$ cat src/hw/las_pkg.sv
/*
  Constants for the link alarm collector: register indices, field
  positions, reset values and the address decode helper.
  Assumes a word-addressed Avalon-MM slave port with 32-bit data.
*/
package las_pkg;

  // Bus shape
  localparam int unsigned ADDR_W    = 10;
  localparam int unsigned DATA_W    = 32;
  localparam int unsigned LANES_MAX = 8;

  // Register indices; the byte address is four times the index
  localparam logic [ADDR_W-1:0] IDX_SUMMARY  = 10'h2c0;
  localparam logic [ADDR_W-1:0] IDX_FLAGS    = 10'h2c1;
  localparam logic [ADDR_W-1:0] IDX_MASKS    = 10'h2c2;
  localparam logic [ADDR_W-1:0] IDX_LANES    = 10'h2c4;
  localparam logic [ADDR_W-1:0] IDX_IRQ_STAT = 10'h2d0;
  localparam logic [ADDR_W-1:0] IDX_IRQ_CLR  = 10'h2d1;
  localparam logic [ADDR_W-1:0] IDX_IRQ_EN   = 10'h2d2;
  localparam logic [ADDR_W-1:0] IDX_CTRL     = 10'h2d3;

  // Flag and mask bit positions
  localparam int unsigned BIT_LANE    = 5;
  localparam int unsigned BIT_PLL     = 4;
  localparam int unsigned BIT_LINK    = 3;
  localparam int unsigned BIT_REALIGN = 2;
  localparam int unsigned BIT_DIV     = 0;

  // Control bit positions
  localparam int unsigned CTRL_LINK_EN  = 0;
  localparam int unsigned CTRL_MODE66   = 1;
  localparam int unsigned CTRL_SOFT_RST = 2;
  localparam int unsigned CTRL_ROUTE    = 3;

  // Reset values and bit groups
  localparam logic [7:0] FLAGS_RST  = 8'h3f;
  localparam logic [7:0] MASKS_RST  = 8'h3f;
  localparam logic [7:0] LANES_RST  = 8'hff;
  localparam logic [7:0] IRQ_EN_RST = 8'h00;
  localparam logic [7:0] CTRL_RST   = 8'h00;
  localparam logic [7:0] FLAGS_W1C  = 8'h3f;
  localparam logic [7:0] LIVE_BITS  = 8'h3d;
  localparam logic [7:0] CTRL_WMASK = 8'h0b;

  // Bus answer states
  typedef enum logic {LAS_IDLE, LAS_ANSWER} las_bus_e;

  // Address decode shared by every register write
  function automatic logic las_hit(input logic [ADDR_W-1:0] addr,
                                   input logic [ADDR_W-1:0] idx);
    return addr == idx;
  endfunction : las_hit

endpackage : las_pkg

$ cat src/hw/las_cond_if.sv
/*
  Carrier between the register block and the condition front end.
  Assumes both ends share one clock.
*/
`timescale 1ns/1ps
`default_nettype none

interface las_cond_if #(parameter int unsigned LANES = 8);
  logic             link_enable;
  logic             mode_66;
  logic [7:0]       set_req;
  logic [LANES-1:0] lane_set;

  // Front end produces set requests
  modport src  (input link_enable, input mode_66, output set_req, output lane_set);
  // Register block consumes them
  modport sink (output link_enable, output mode_66, input set_req, input lane_set);
endinterface : las_cond_if

`default_nettype wire

$ cat src/hw/las_top.sv
/*
  Link alarm collector: sticky alarm flags, masks, summary alarm,
  per-lane buffer faults, interrupt status/enable and an Avalon-MM slave.
  Assumes the link, PLL and lane logic drive the condition inputs.
*/
`timescale 1ns/1ps
`default_nettype none

module las_top
  import las_pkg::*;
#(
  parameter int unsigned LANES = LANES_MAX
)(
  // Clock and reset
  input  wire logic              clk,
  input  wire logic              reset_n,
  // Avalon-MM slave
  input  wire logic [ADDR_W-1:0] avs_address,
  input  wire logic              avs_read,
  input  wire logic              avs_write,
  input  wire logic [DATA_W-1:0] avs_writedata,
  input  wire logic [3:0]        avs_byteenable,
  output var  logic [DATA_W-1:0] avs_readdata,
  output var  logic              avs_waitrequest,
  // Alarm conditions
  input  wire logic              pll_lock_async,
  input  wire logic              div_mismatch_async,
  input  wire logic [LANES-1:0]  lane_fault,
  input  wire logic [LANES-1:0]  lane_active,
  input  wire logic              link_data_state,
  input  wire logic              link_realign,
  input  wire logic              sysref_realign,
  // Outputs
  output var  logic              serial_link_enable,
  output var  logic              alarm_summary,
  output var  logic              calibration_status_pin,
  output var  logic              irq
);

  if (LANES < 1 || LANES > LANES_MAX)
  begin : g_bad_lanes
    $error("LANES must lie between 1 and 8");
  end

  las_cond_if #(.LANES(LANES)) ci ();

  las_bus_e         state_reg;
  logic [7:0]       flags_reg;
  logic [7:0]       masks_reg;
  logic [LANES-1:0] lanes_reg;
  logic [7:0]       irq_stat_reg;
  logic [7:0]       irq_en_reg;
  logic [7:0]       ctrl_reg;
  logic [7:0]       rd_mux;
  logic [7:0]       wbyte;
  logic [7:0]       clr_flags;
  logic [LANES-1:0] clr_lanes;
  logic             wr_acc;
  logic             soft_rst;
  logic             summary_now;

  // Condition front end
  las_cond #(.LANES(LANES)) u_cond (
    .clk                (clk),
    .reset_n            (reset_n),
    .pll_lock_async     (pll_lock_async),
    .div_mismatch_async (div_mismatch_async),
    .lane_fault         (lane_fault),
    .lane_active        (lane_active),
    .link_data_state    (link_data_state),
    .link_realign       (link_realign),
    .sysref_realign     (sysref_realign),
    .ci                 (ci)
  );

  assign ci.link_enable = ctrl_reg[CTRL_LINK_EN];
  assign ci.mode_66     = ctrl_reg[CTRL_MODE66];

  // A write takes effect only at the edge where waitrequest is seen low
  assign wr_acc = avs_write && (state_reg == LAS_ANSWER) && avs_byteenable[0];
  assign wbyte  = avs_writedata[7:0];

  // Write-one-to-clear strobes and the write-one soft reset strobe
  assign clr_flags = (wr_acc && las_hit(avs_address, IDX_FLAGS)) ? (wbyte & FLAGS_W1C) : 8'h00;
  assign clr_lanes = (wr_acc && las_hit(avs_address, IDX_LANES)) ? wbyte[LANES-1:0]
                   : '0;
  assign soft_rst  = wr_acc && las_hit(avs_address, IDX_CTRL) && wbyte[CTRL_SOFT_RST];

  // Bus answer: one wait cycle, then the answer cycle
  always_ff @(posedge clk or negedge reset_n)
  begin
    if (!reset_n)
    begin
      state_reg       <= LAS_IDLE;
      avs_waitrequest <= 1'b1;
    end
    else
      case (state_reg)
        LAS_IDLE:
          if (avs_read || avs_write)
          begin
            state_reg       <= LAS_ANSWER;
            avs_waitrequest <= 1'b0;
          end
        LAS_ANSWER:
        begin
          state_reg       <= LAS_IDLE;
          avs_waitrequest <= 1'b1;
        end
        default:
        begin
          state_reg       <= LAS_IDLE;
          avs_waitrequest <= 1'b1;
        end
      endcase
  end

  // Read multiplexer; unmapped and write-only words read zero
  always_comb
  begin
    case (avs_address)
      IDX_SUMMARY:  rd_mux = {7'h00, alarm_summary};
      IDX_FLAGS:    rd_mux = flags_reg;
      IDX_MASKS:    rd_mux = masks_reg;
      IDX_LANES:    rd_mux = 8'(lanes_reg);
      IDX_IRQ_STAT: rd_mux = irq_stat_reg;
      IDX_IRQ_EN:   rd_mux = irq_en_reg;
      IDX_CTRL:     rd_mux = ctrl_reg;
      default:      rd_mux = 8'h00;
    endcase
  end

  // Read data is captured as waitrequest falls and held after
  always_ff @(posedge clk or negedge reset_n)
  begin
    if (!reset_n)
      avs_readdata <= '0;
    else if (state_reg == LAS_IDLE && avs_read)
      avs_readdata <= {24'h000000, rd_mux};
  end

  // Alarm flags: hardware set beats software clear
  always_ff @(posedge clk or negedge reset_n)
  begin
    if (!reset_n)
      flags_reg <= FLAGS_RST;
    else if (soft_rst)
      flags_reg <= FLAGS_RST;
    else
      flags_reg <= (flags_reg & ~clr_flags) | ci.set_req;
  end
  // Flags other than the link flag keep latching with the link off; software clears them on enable.

  // Per-lane buffer faults, also wiped by clearing the summary lane flag
  always_ff @(posedge clk or negedge reset_n)
  begin
    if (!reset_n)
      lanes_reg <= LANES_RST[LANES-1:0];
    else if (soft_rst)
      lanes_reg <= LANES_RST[LANES-1:0];
    else if (clr_flags[BIT_LANE])
      lanes_reg <= ci.lane_set;
    else
      lanes_reg <= (lanes_reg & ~clr_lanes) | ci.lane_set;
  end

  // Mask register stores all eight bits as written
  always_ff @(posedge clk or negedge reset_n)
  begin
    if (!reset_n)
      masks_reg <= MASKS_RST;
    else if (soft_rst)
      masks_reg <= MASKS_RST;
    else if (wr_acc && las_hit(avs_address, IDX_MASKS))
      masks_reg <= wbyte;
  end

  // Control: soft reset bit self-clears, never stored
  always_ff @(posedge clk or negedge reset_n)
  begin
    if (!reset_n)
      ctrl_reg <= CTRL_RST;
    else if (wr_acc && las_hit(avs_address, IDX_CTRL))
      ctrl_reg <= wbyte & CTRL_WMASK;
  end

  assign serial_link_enable = ctrl_reg[CTRL_LINK_EN];

  // Interrupt status latches raw set events, cleared through its clear word
  always_ff @(posedge clk or negedge reset_n)
  begin
    if (!reset_n)
      irq_stat_reg <= 8'h00;
    else if (soft_rst)
      irq_stat_reg <= 8'h00;
    else if (wr_acc && las_hit(avs_address, IDX_IRQ_CLR))
      irq_stat_reg <= (irq_stat_reg & ~wbyte) | ci.set_req;
    else
      irq_stat_reg <= irq_stat_reg | ci.set_req;
  end

  // Interrupt enable
  always_ff @(posedge clk or negedge reset_n)
  begin
    if (!reset_n)
      irq_en_reg <= IRQ_EN_RST;
    else if (wr_acc && las_hit(avs_address, IDX_IRQ_EN))
      irq_en_reg <= wbyte;
  end

  // Reserved flag bit 1 never reaches the summary
  assign summary_now = |(flags_reg & ~masks_reg & LIVE_BITS);

  // Registered outputs; the pin copy costs one cycle but stays glitch free
  always_ff @(posedge clk or negedge reset_n)
  begin
    if (!reset_n)
    begin
      alarm_summary          <= 1'b0;
      calibration_status_pin <= 1'b0;
      irq                    <= 1'b0;
    end
    else
    begin
      alarm_summary          <= summary_now;
      calibration_status_pin <= summary_now && ctrl_reg[CTRL_ROUTE];
      irq                    <= |(irq_stat_reg & irq_en_reg);
    end
  end
endmodule : las_top

`default_nettype wire

$ cat src/hw/las_cond.sv
/*
  Condition front end: synchronises the asynchronous lock and divider
  levels and turns every alarm condition into a per-cycle set request.
  Assumes lane, link and SYSREF event inputs are on clk already.
*/
`timescale 1ns/1ps
`default_nettype none

module las_cond
  import las_pkg::*;
#(
  parameter int unsigned LANES = LANES_MAX
)(
  // Clock and reset
  input  wire logic             clk,
  input  wire logic             reset_n,
  // Asynchronous levels
  input  wire logic             pll_lock_async,
  input  wire logic             div_mismatch_async,
  // Same-clock conditions
  input  wire logic [LANES-1:0] lane_fault,
  input  wire logic [LANES-1:0] lane_active,
  input  wire logic             link_data_state,
  input  wire logic             link_realign,
  input  wire logic             sysref_realign,
  // Set requests to the register block
  las_cond_if.src               ci
);

  logic [1:0] s1_reg;
  logic [1:0] s2_reg;
  logic [1:0] s3_reg;
  logic [1:0] filt_reg;
  logic       en_prev_reg;
  logic       start_66;

  // Three-stage synchroniser; bit 0 lock, bit 1 mismatch
  always_ff @(posedge clk or negedge reset_n)
  begin
    if (!reset_n)
    begin
      s1_reg <= 2'h0;
      s2_reg <= 2'h0;
      s3_reg <= 2'h0;
    end
    else
    begin
      s1_reg <= {div_mismatch_async, pll_lock_async};
      s2_reg <= s1_reg;
      s3_reg <= s2_reg;
    end
  end

  // A change counts once stages two and three agree; glitches are dropped
  always_ff @(posedge clk or negedge reset_n)
  begin
    if (!reset_n)
      filt_reg <= 2'h0;
    else
      for (int i = 0; i < 2; i++)
        if (s2_reg[i] == s3_reg[i])
          filt_reg[i] <= s3_reg[i];
  end

  // Link enable history for start-up detection
  always_ff @(posedge clk or negedge reset_n)
  begin
    if (!reset_n)
      en_prev_reg <= 1'b0;
    else
      en_prev_reg <= ci.link_enable;
  end

  assign start_66 = ci.link_enable && !en_prev_reg;

  // Set requests; reserved positions never request
  always_comb
  begin
    ci.set_req              = 8'h00;
    ci.set_req[BIT_LANE]    = |(lane_fault & lane_active);
    ci.set_req[BIT_PLL]     = !filt_reg[0];
    if (ci.mode_66)
      ci.set_req[BIT_LINK]  = start_66 || (ci.link_enable && link_realign);
    else
      ci.set_req[BIT_LINK]  = ci.link_enable && !link_data_state;
    ci.set_req[BIT_REALIGN] = sysref_realign;
    ci.set_req[BIT_DIV]     = filt_reg[1];
  end

  assign ci.lane_set = lane_fault & lane_active;

endmodule : las_cond

`default_nettype wire

$ cat config.mk
export PLATFORM = sky130hd
export DESIGN_NAME = las_top
export DESIGN_NICKNAME = d
export VERILOG_FILES = /design/src/hw/las_pkg.sv /design/src/hw/las_cond_if.sv /design/src/hw/las_top.sv /design/src/hw/las_cond.sv
export SDC_FILE = /design/constraint.sdc
export NUM_CORES = 1
export LEC_CHECK = 0
export BUFFER_PORTS_ARGS = -buffer_cell sky130_fd_sc_hd__buf_2
export CAP_MARGIN = 15
export CORE_MARGIN = 8
export CORE_UTILIZATION = 30
export CTS_CLUSTER_SIZE = 8
export DETAILED_ROUTE_END_ITERATION = 8
export MAX_ROUTING_LAYER = met4
export PLACE_DENSITY = 0.6
export SLEW_MARGIN = 40
export SYNTH_ARGS = -nofsm -noshare
export SYNTH_HDL_FRONTEND = slang
export SYNTH_SLANG_ARGS = --single-unit
export TNS_END_PERCENT = 20
$ cat constraint.sdc
create_clock -name clk -period 1.7 [get_ports clk]
set_input_delay 0.34 -clock clk [delete_from_list [all_inputs] [get_ports clk]]
set_output_delay 0.34 -clock clk [all_outputs]
set_load 0.03 [all_outputs]
Yosys cells after proc, flatten, opt, wreduce, memory -nomap -nowiden
Cells that the tools add are included.
W data, S select, Z words.

operators by class
  equal/unequal tests = 11
  muxes and demuxes = 15
  bitwise logic cells = 15
  reductions and logical operators = 23

operators by type and width
  operator                count
  $eq A10 B10 Y1 const B  8
  $mux W8                 8
  $pmux W8 S7             1
  $and A8 B8 Y8           5
  $or A8 B6 Y8            3
  $not A8 Y8              2
  $reduce_or A8 Y1        2
  $logic_and A1 B1 Y1     14
  $not A6 Y8              1
  $or A8 B8 Y8            1
  $and A6 B6 Y6           1
  $mux W6                 1
  $not A6 Y6              1
  $reduce_or A5 Y1        1
  $pmux W1 S2             2
  $logic_not A1 Y1        3
  $mux W1                 3
  $eq A1 B1 Y1            2
  $logic_or A1 B1 Y1      2
  $ne A2 B2 Y1 const B    1
  $reduce_bool A2 Y1      1
  $not A1 Y1              1

storage, ports and cells
  flip-flop bits (word level) = 65
  input bits = 71

Logic depth before layout (Yosys ltp)
  depth in word-level cells = 9
  depth in mapped cells = 8

By module
From an unflattened synthesis, not the netlist that was laid out.

unflattened totals
  cells, all modules = 358
  area total of the unflattened synthesis = 3618.5 um2

by module, submodules not included
  module    times used  cells an instance  area each (um2)  sequential area each (um2)
  las_top   1           325                3235.6           1427.6
  las_cond  1           33                 382.9            225.2

Worst setup path after synthesis
No wires, ideal clock.

  path type = input to register
  start point = input port avs_address[8]
  end point = register masks_reg[6]
  library setup time = 138 ps
  arrival = 1788 ps
  data required time = 1562 ps
  setup slack = -226 ps
  cell stages on the path = 5
  cells stage by stage = or4b_4 > or4_1 > buf_4 > mux2i_1 > nor2_1

on the way
  word-level cells in the longest chain between the ends = 4
  elaborated cells between the ends (all ways) = 7

RTL lines
  element                                               RTL line        source
  start: declaration                                    las_top.sv:18   input wire logic [ADDR_W-1:0] avs_address,
  $eq A10 B10 Y1                                        las_pkg.sv:52   return addr == idx;
  $logic_and A1 B1 Y1 (2 in series)                     las_top.sv:87   assign soft_rst = wr_acc && las_hit(avs_address, IDX_CTRL) && wbyte[CTRL_SOFT_RST];
  $mux W8 / $reduce_bool A2 Y1 (equally long branches)  n/a
  end signal: assignment                                las_top.sv:175  masks_reg <= wbyte;
  end: declaration                                      las_top.sv:49   logic [7:0] masks_reg;

Several ways; a longest one is shown, not always the timed one.
A chain may end at the register's enable or synchronous reset.

Final worst setup path
  start point = register state_reg
  end point = register flags_reg[0]

on the way
  word-level cells in the longest chain between the ends = 8
  elaborated cells between the ends (all ways) = 10

RTL lines
  element                              RTL line        source
  start: declaration                   las_top.sv:47   las_bus_e state_reg;
  start signal: assignment             las_top.sv:94   state_reg <= LAS_IDLE;
  start signal: assignment             las_top.sv:102  state_reg <= LAS_ANSWER;
  start signal: assignment             las_top.sv:107  state_reg <= LAS_IDLE;
  $logic_and A1 B1 Y1 * (2 in series)  las_top.sv:80   assign wr_acc = avs_write && (state_reg == LAS_ANSWER) && avs_byteenable[0];
  $logic_and A1 B1 Y1                  las_top.sv:84   assign clr_flags = (wr_acc && las_hit(avs_address, IDX_FLAGS)) ? (wbyte & FLAGS_W1C) : 8'h00;
  $mux W6                              las_top.sv:84
  $not A6 Y8                           las_top.sv:150  flags_reg <= (flags_reg & ~clr_flags) | ci.set_req;
  $and A8 B8 Y8                        las_top.sv:150
  $or A8 B6 Y8                         las_top.sv:150
  $mux W8 *                            las_top.sv:147  else if (soft_rst)
  end signal: assignment               las_top.sv:150
  end: declaration                     las_top.sv:48   logic [7:0] flags_reg;

Every way passes the cells marked *; elsewhere a longest branch is shown, timed or not.

==> PnR_summary.wiki <==
{| class="wikitable"
! Metric !! Value
|-
| Static leakage || 2.16 nW
|-
| Gpl congestion || between 0.8 and 0.9
|-
| Number of clock sinks || 63
|-
| Cells after Synth || around 320
|-
| Clk pin slew, worst setup/hold paths || 0.07 ns
|-
| Max-cap violations || 0
|-
| Total iterations of the first detailed-routing run || 4
|-
| Number of buffers created by CTS || 9
|-
| Overflow left after global routing || 0
|-
| Starting density of the core || a little under a third
|-
| Final cell area excluding filler cells || 4290 sq um
|-
| Width of the die || 121 microns
|-
| Post-route clock period utilization || 95.5%
|-
| Largest area contributor in the netlist || dfrtp_1
|-
| Biggest cell delay along the critical path || ~0.41 ns
|-
| Final-report hold violation count || 0
|-
| Result of the run || completed
|-
| Average vias per placed instance || roughly 4.8
|-
| # rows || 38
|-
| Synth Flop Type || dfrtp_1
|-
| Pwr/cell area || ~800 nW/um^2
|-
| Cell class contributing the biggest share of worst-path delay || simple AND/OR/NAND/NOR gates
|-
| Flop and latch count out of synthesis || 63
|-
| Endpoint required time on the critical path || between 1.5 and 2 ns
|-
| All-Layer GR Usage || 14.2%
|-
| R2r startpoint || state_reg$_DFF_PN0_
|-
| Number of cells in the finished layout apart from fillers || 569
|-
| Critical Path AT || ~1.9 ns
|-
| Worst path cell trace || nand3_2 > buf_6 > nor4_4 > buf_4 > a21oi_1 > or3_1
|-
| Type of the worst setup path || reg2reg
|-
| Number of global-route vias before repair || about 2900
|-
| Max FO, Critical Path || 4
|-
| DR iter-0 viols || 167
|-
| Area of the placeable core || about 11000 sq um
|-
| Detailed-route via count || 2733
|-
| Number of nets in the final layout || 495
|-
| Number of inserted diodes || 0
|-
| Total of buffers placed on input and output ports || 56
|-
| CTS root buffer || clkbuf_8
|-
| RSZ-0062 raised after global routing || yes
|-
| Growth of design area from synthesis to finish || 29.7%
|-
| Buf+Inv Stages, Crit Path || 2
|-
| Warnings, synthesis || 0
|-
| Crit. End Element || flop
|-
| Maximum number of pins on one net before global-route repair || 64
|-
| Count of filler cells inserted in the layout || roughly 1100
|-
| Placed standard-cell area || around 4000 sq um
|-
| Number of enable flip-flop cells after synthesis || 0
|-
| Shortest clock period the worst path allows after layout || 1.62 ns
|-
| Cell with the largest stage delay on the worst path || dfrtp_1
|-
| Setup violators final || 0
|-
| Fmax || roughly 0.62 GHz
|-
| Buffers from clock root to sink, at most || 2
|-
| Synthesized area per cell || ~10 sq um
|-
| Worst IR Drop VDD || between 0.4 and 0.5 mV
|-
| TritonCTS clock tree || built
|-
| Path type of the worst min-delay path || in2reg
|-
| Most frequently used cell type in the post-synthesis netlist || dfrtp_1
|-
| Final wirelength || approximately 9.7 mm
|-
| Most frequent cells after synthesis || dfrtp_1, nand2_1, buf_4, dfstp_2, o21ai_0
|-
| Area enclosed by the die boundary || 14700 sq um
|-
| Wire length of the first global-routing pass || 15.7 mm
|-
| Top cells by area, synth || dfrtp_1, dfstp_2, buf_4, mux2_2, mux2i_1
|-
| Cell Area, Synth || 3310 sq um
|-
| Cell total after placement || 550
|-
| Die Ht || 121 microns
|-
| Count of pins over their slew limit || 0
|-
| DRC errors left || 0
|-
| Share of cells above drive strength 1 || 39.6%
|-
| Sequential-to-total area share from yosys stat || 48.4%
|-
| Final ANT Viol Nets || 0
|-
| Element type at the critical path start || flop
|-
| Clk_lat worst skew || 0.35 ns
|-
| Launching element of the worst setup path || state_reg$_DFF_PN0_
|-
| Top-level port count || 108
|-
| Setup Skew || 0.00887 ns
|-
| Cell variety after synth || 51
|-
| Share of the synthesized area in the top cell type || about a third
|-
| Start point of the worst hold path || div_mismatch_async
|-
| Antenna violations before repair || 0
|-
| Average wire per standard cell || 17.0 microns
|-
| Final HPWL DP || around 7.3 mm
|-
| H-tree depth || 3
|-
| Post-synthesis async set-or-reset flop share || 100%
|-
| Setup Total Neg Slack || 0 ns
|}
## path summary, 6_finish.rpt
kind                                              end  slack [ns]  cells after the start
setup reg to reg               flags_reg[0]$_DFF_PN1_        0.08                      6
hold reg to reg            u_cond.s2_reg[1]$_DFF_PN0_        0.35                      0
max in group asynchronous      lanes_reg[6]$_DFF_PN1_        0.85                      3
setup / recovery               flags_reg[0]$_DFF_PN1_        0.08                      6
min in group asynchronous  u_cond.s1_reg[0]$_DFF_PN0_        0.53                      3
hold / removal             u_cond.s1_reg[1]$_DFF_PN0_        0.09                      1
## layout by cell type, fill, tap and decap left out, types with 11 or more instances in the layout
cell type  count
a21oi_1       11
a22oi_1       13
buf_2         56
buf_4         49
conb_1        24
dfrtp_1       42
dfstp_2       21
inv_1         17
mux2_2        11
mux2i_1       15
nand2_1       27
nand3_1       14
o21ai_0       19
## worst register-to-register path: stages, from the launching register on
cell     delay [ns]
dfrtp_1        0.41
nand3_2        0.15
buf_6          0.15
nor4_4         0.26
buf_4          0.20
a21oi_1        0.07
or3_1          0.31
## power by group
part	leakage (nW)	internal, mW	switching, mW
Combinational	1.29	0.148	0.250
Clock	0.110	0.862	0.588
Sequential	0.760	1.53	0.0147
Total	2.16	2.54	0.853
## per-layer routing
| metal | share of wire [%] | up-vias | GRT usage [%] |
|---|---|---|---|
| li1 | - | 1315 | - |
| met1 | 46 | 1300 | 18.6 |
| met2 | 45 | 106 | 21.6 |
| met3 | 7.9 | 12 | 2.51 |
| met4 | 1.3 | 0 | 4.92 |
| met5 | 0 | - | - |
## area by class of cell
class,count,area (sq um),share of cell area [%]
Timing Repair Buffer,108,689,16.1
Clock buffer,12,145,3.38
Sequential cell,63,1600,37.3
Inverter,17,63.8,1.49
Tap cell,140,175,4.08
Clock inverter,4,70.1,1.63
Multi-Input combinational cell,225,1550,36.0
## timing repair
item | 4_1_cts | 5_1_grt
hold buffers | 1 | 0
hold endpoints to repair | 2 | 0
resized for setup | 1 | 4
pin swaps | 0 | 2
endpoints found under the setup margin | 1 | 16
buffers inserted | 0 | 2
## metrics by stage
| step | hold slack, ns | util (%) | total power, mW | worst slack, ns |
|---|---|---|---|---|
| after floorplan | 0.0444 | - | 1.80 | -0.102 |
| after global placement | 0.335 | 37.4 | 1.95 | -0.239 |
| after detailed placement | 0.335 | 37.4 | 1.96 | -0.266 |
| after CTS | 0.0788 | 39.5 | 3.42 | 0.000997 |
| after global routing | 0.0924 | 39.8 | 3.53 | -0.0163 |
| final | 0.0895 | 39.8 | 3.39 | 0.0766 |
## logic make-up (layout without fill, tap and decap cells)
| kind of cell | count (synthesis) | after routing | share of synthesized area [%] |
|---|---|---|---|
| xor gates and xnor gates | 1 | 1 | 0.265 |
| adders and majority gates | 2 | 2 | 0.605 |
| DFF | 63 | 63 | 48.4 |
| muxes | 29 | 29 | 9.30 |
| other | 1 | 24 | 0.113 |
| AOI/OAI and AO/OA | 73 | 73 | 15.0 |
| and+or+nand+nor | 96 | 96 | 17.1 |
| buffers and inverters | 54 | 141 | 9.15 |
Power figures use the tool's default switching activity.
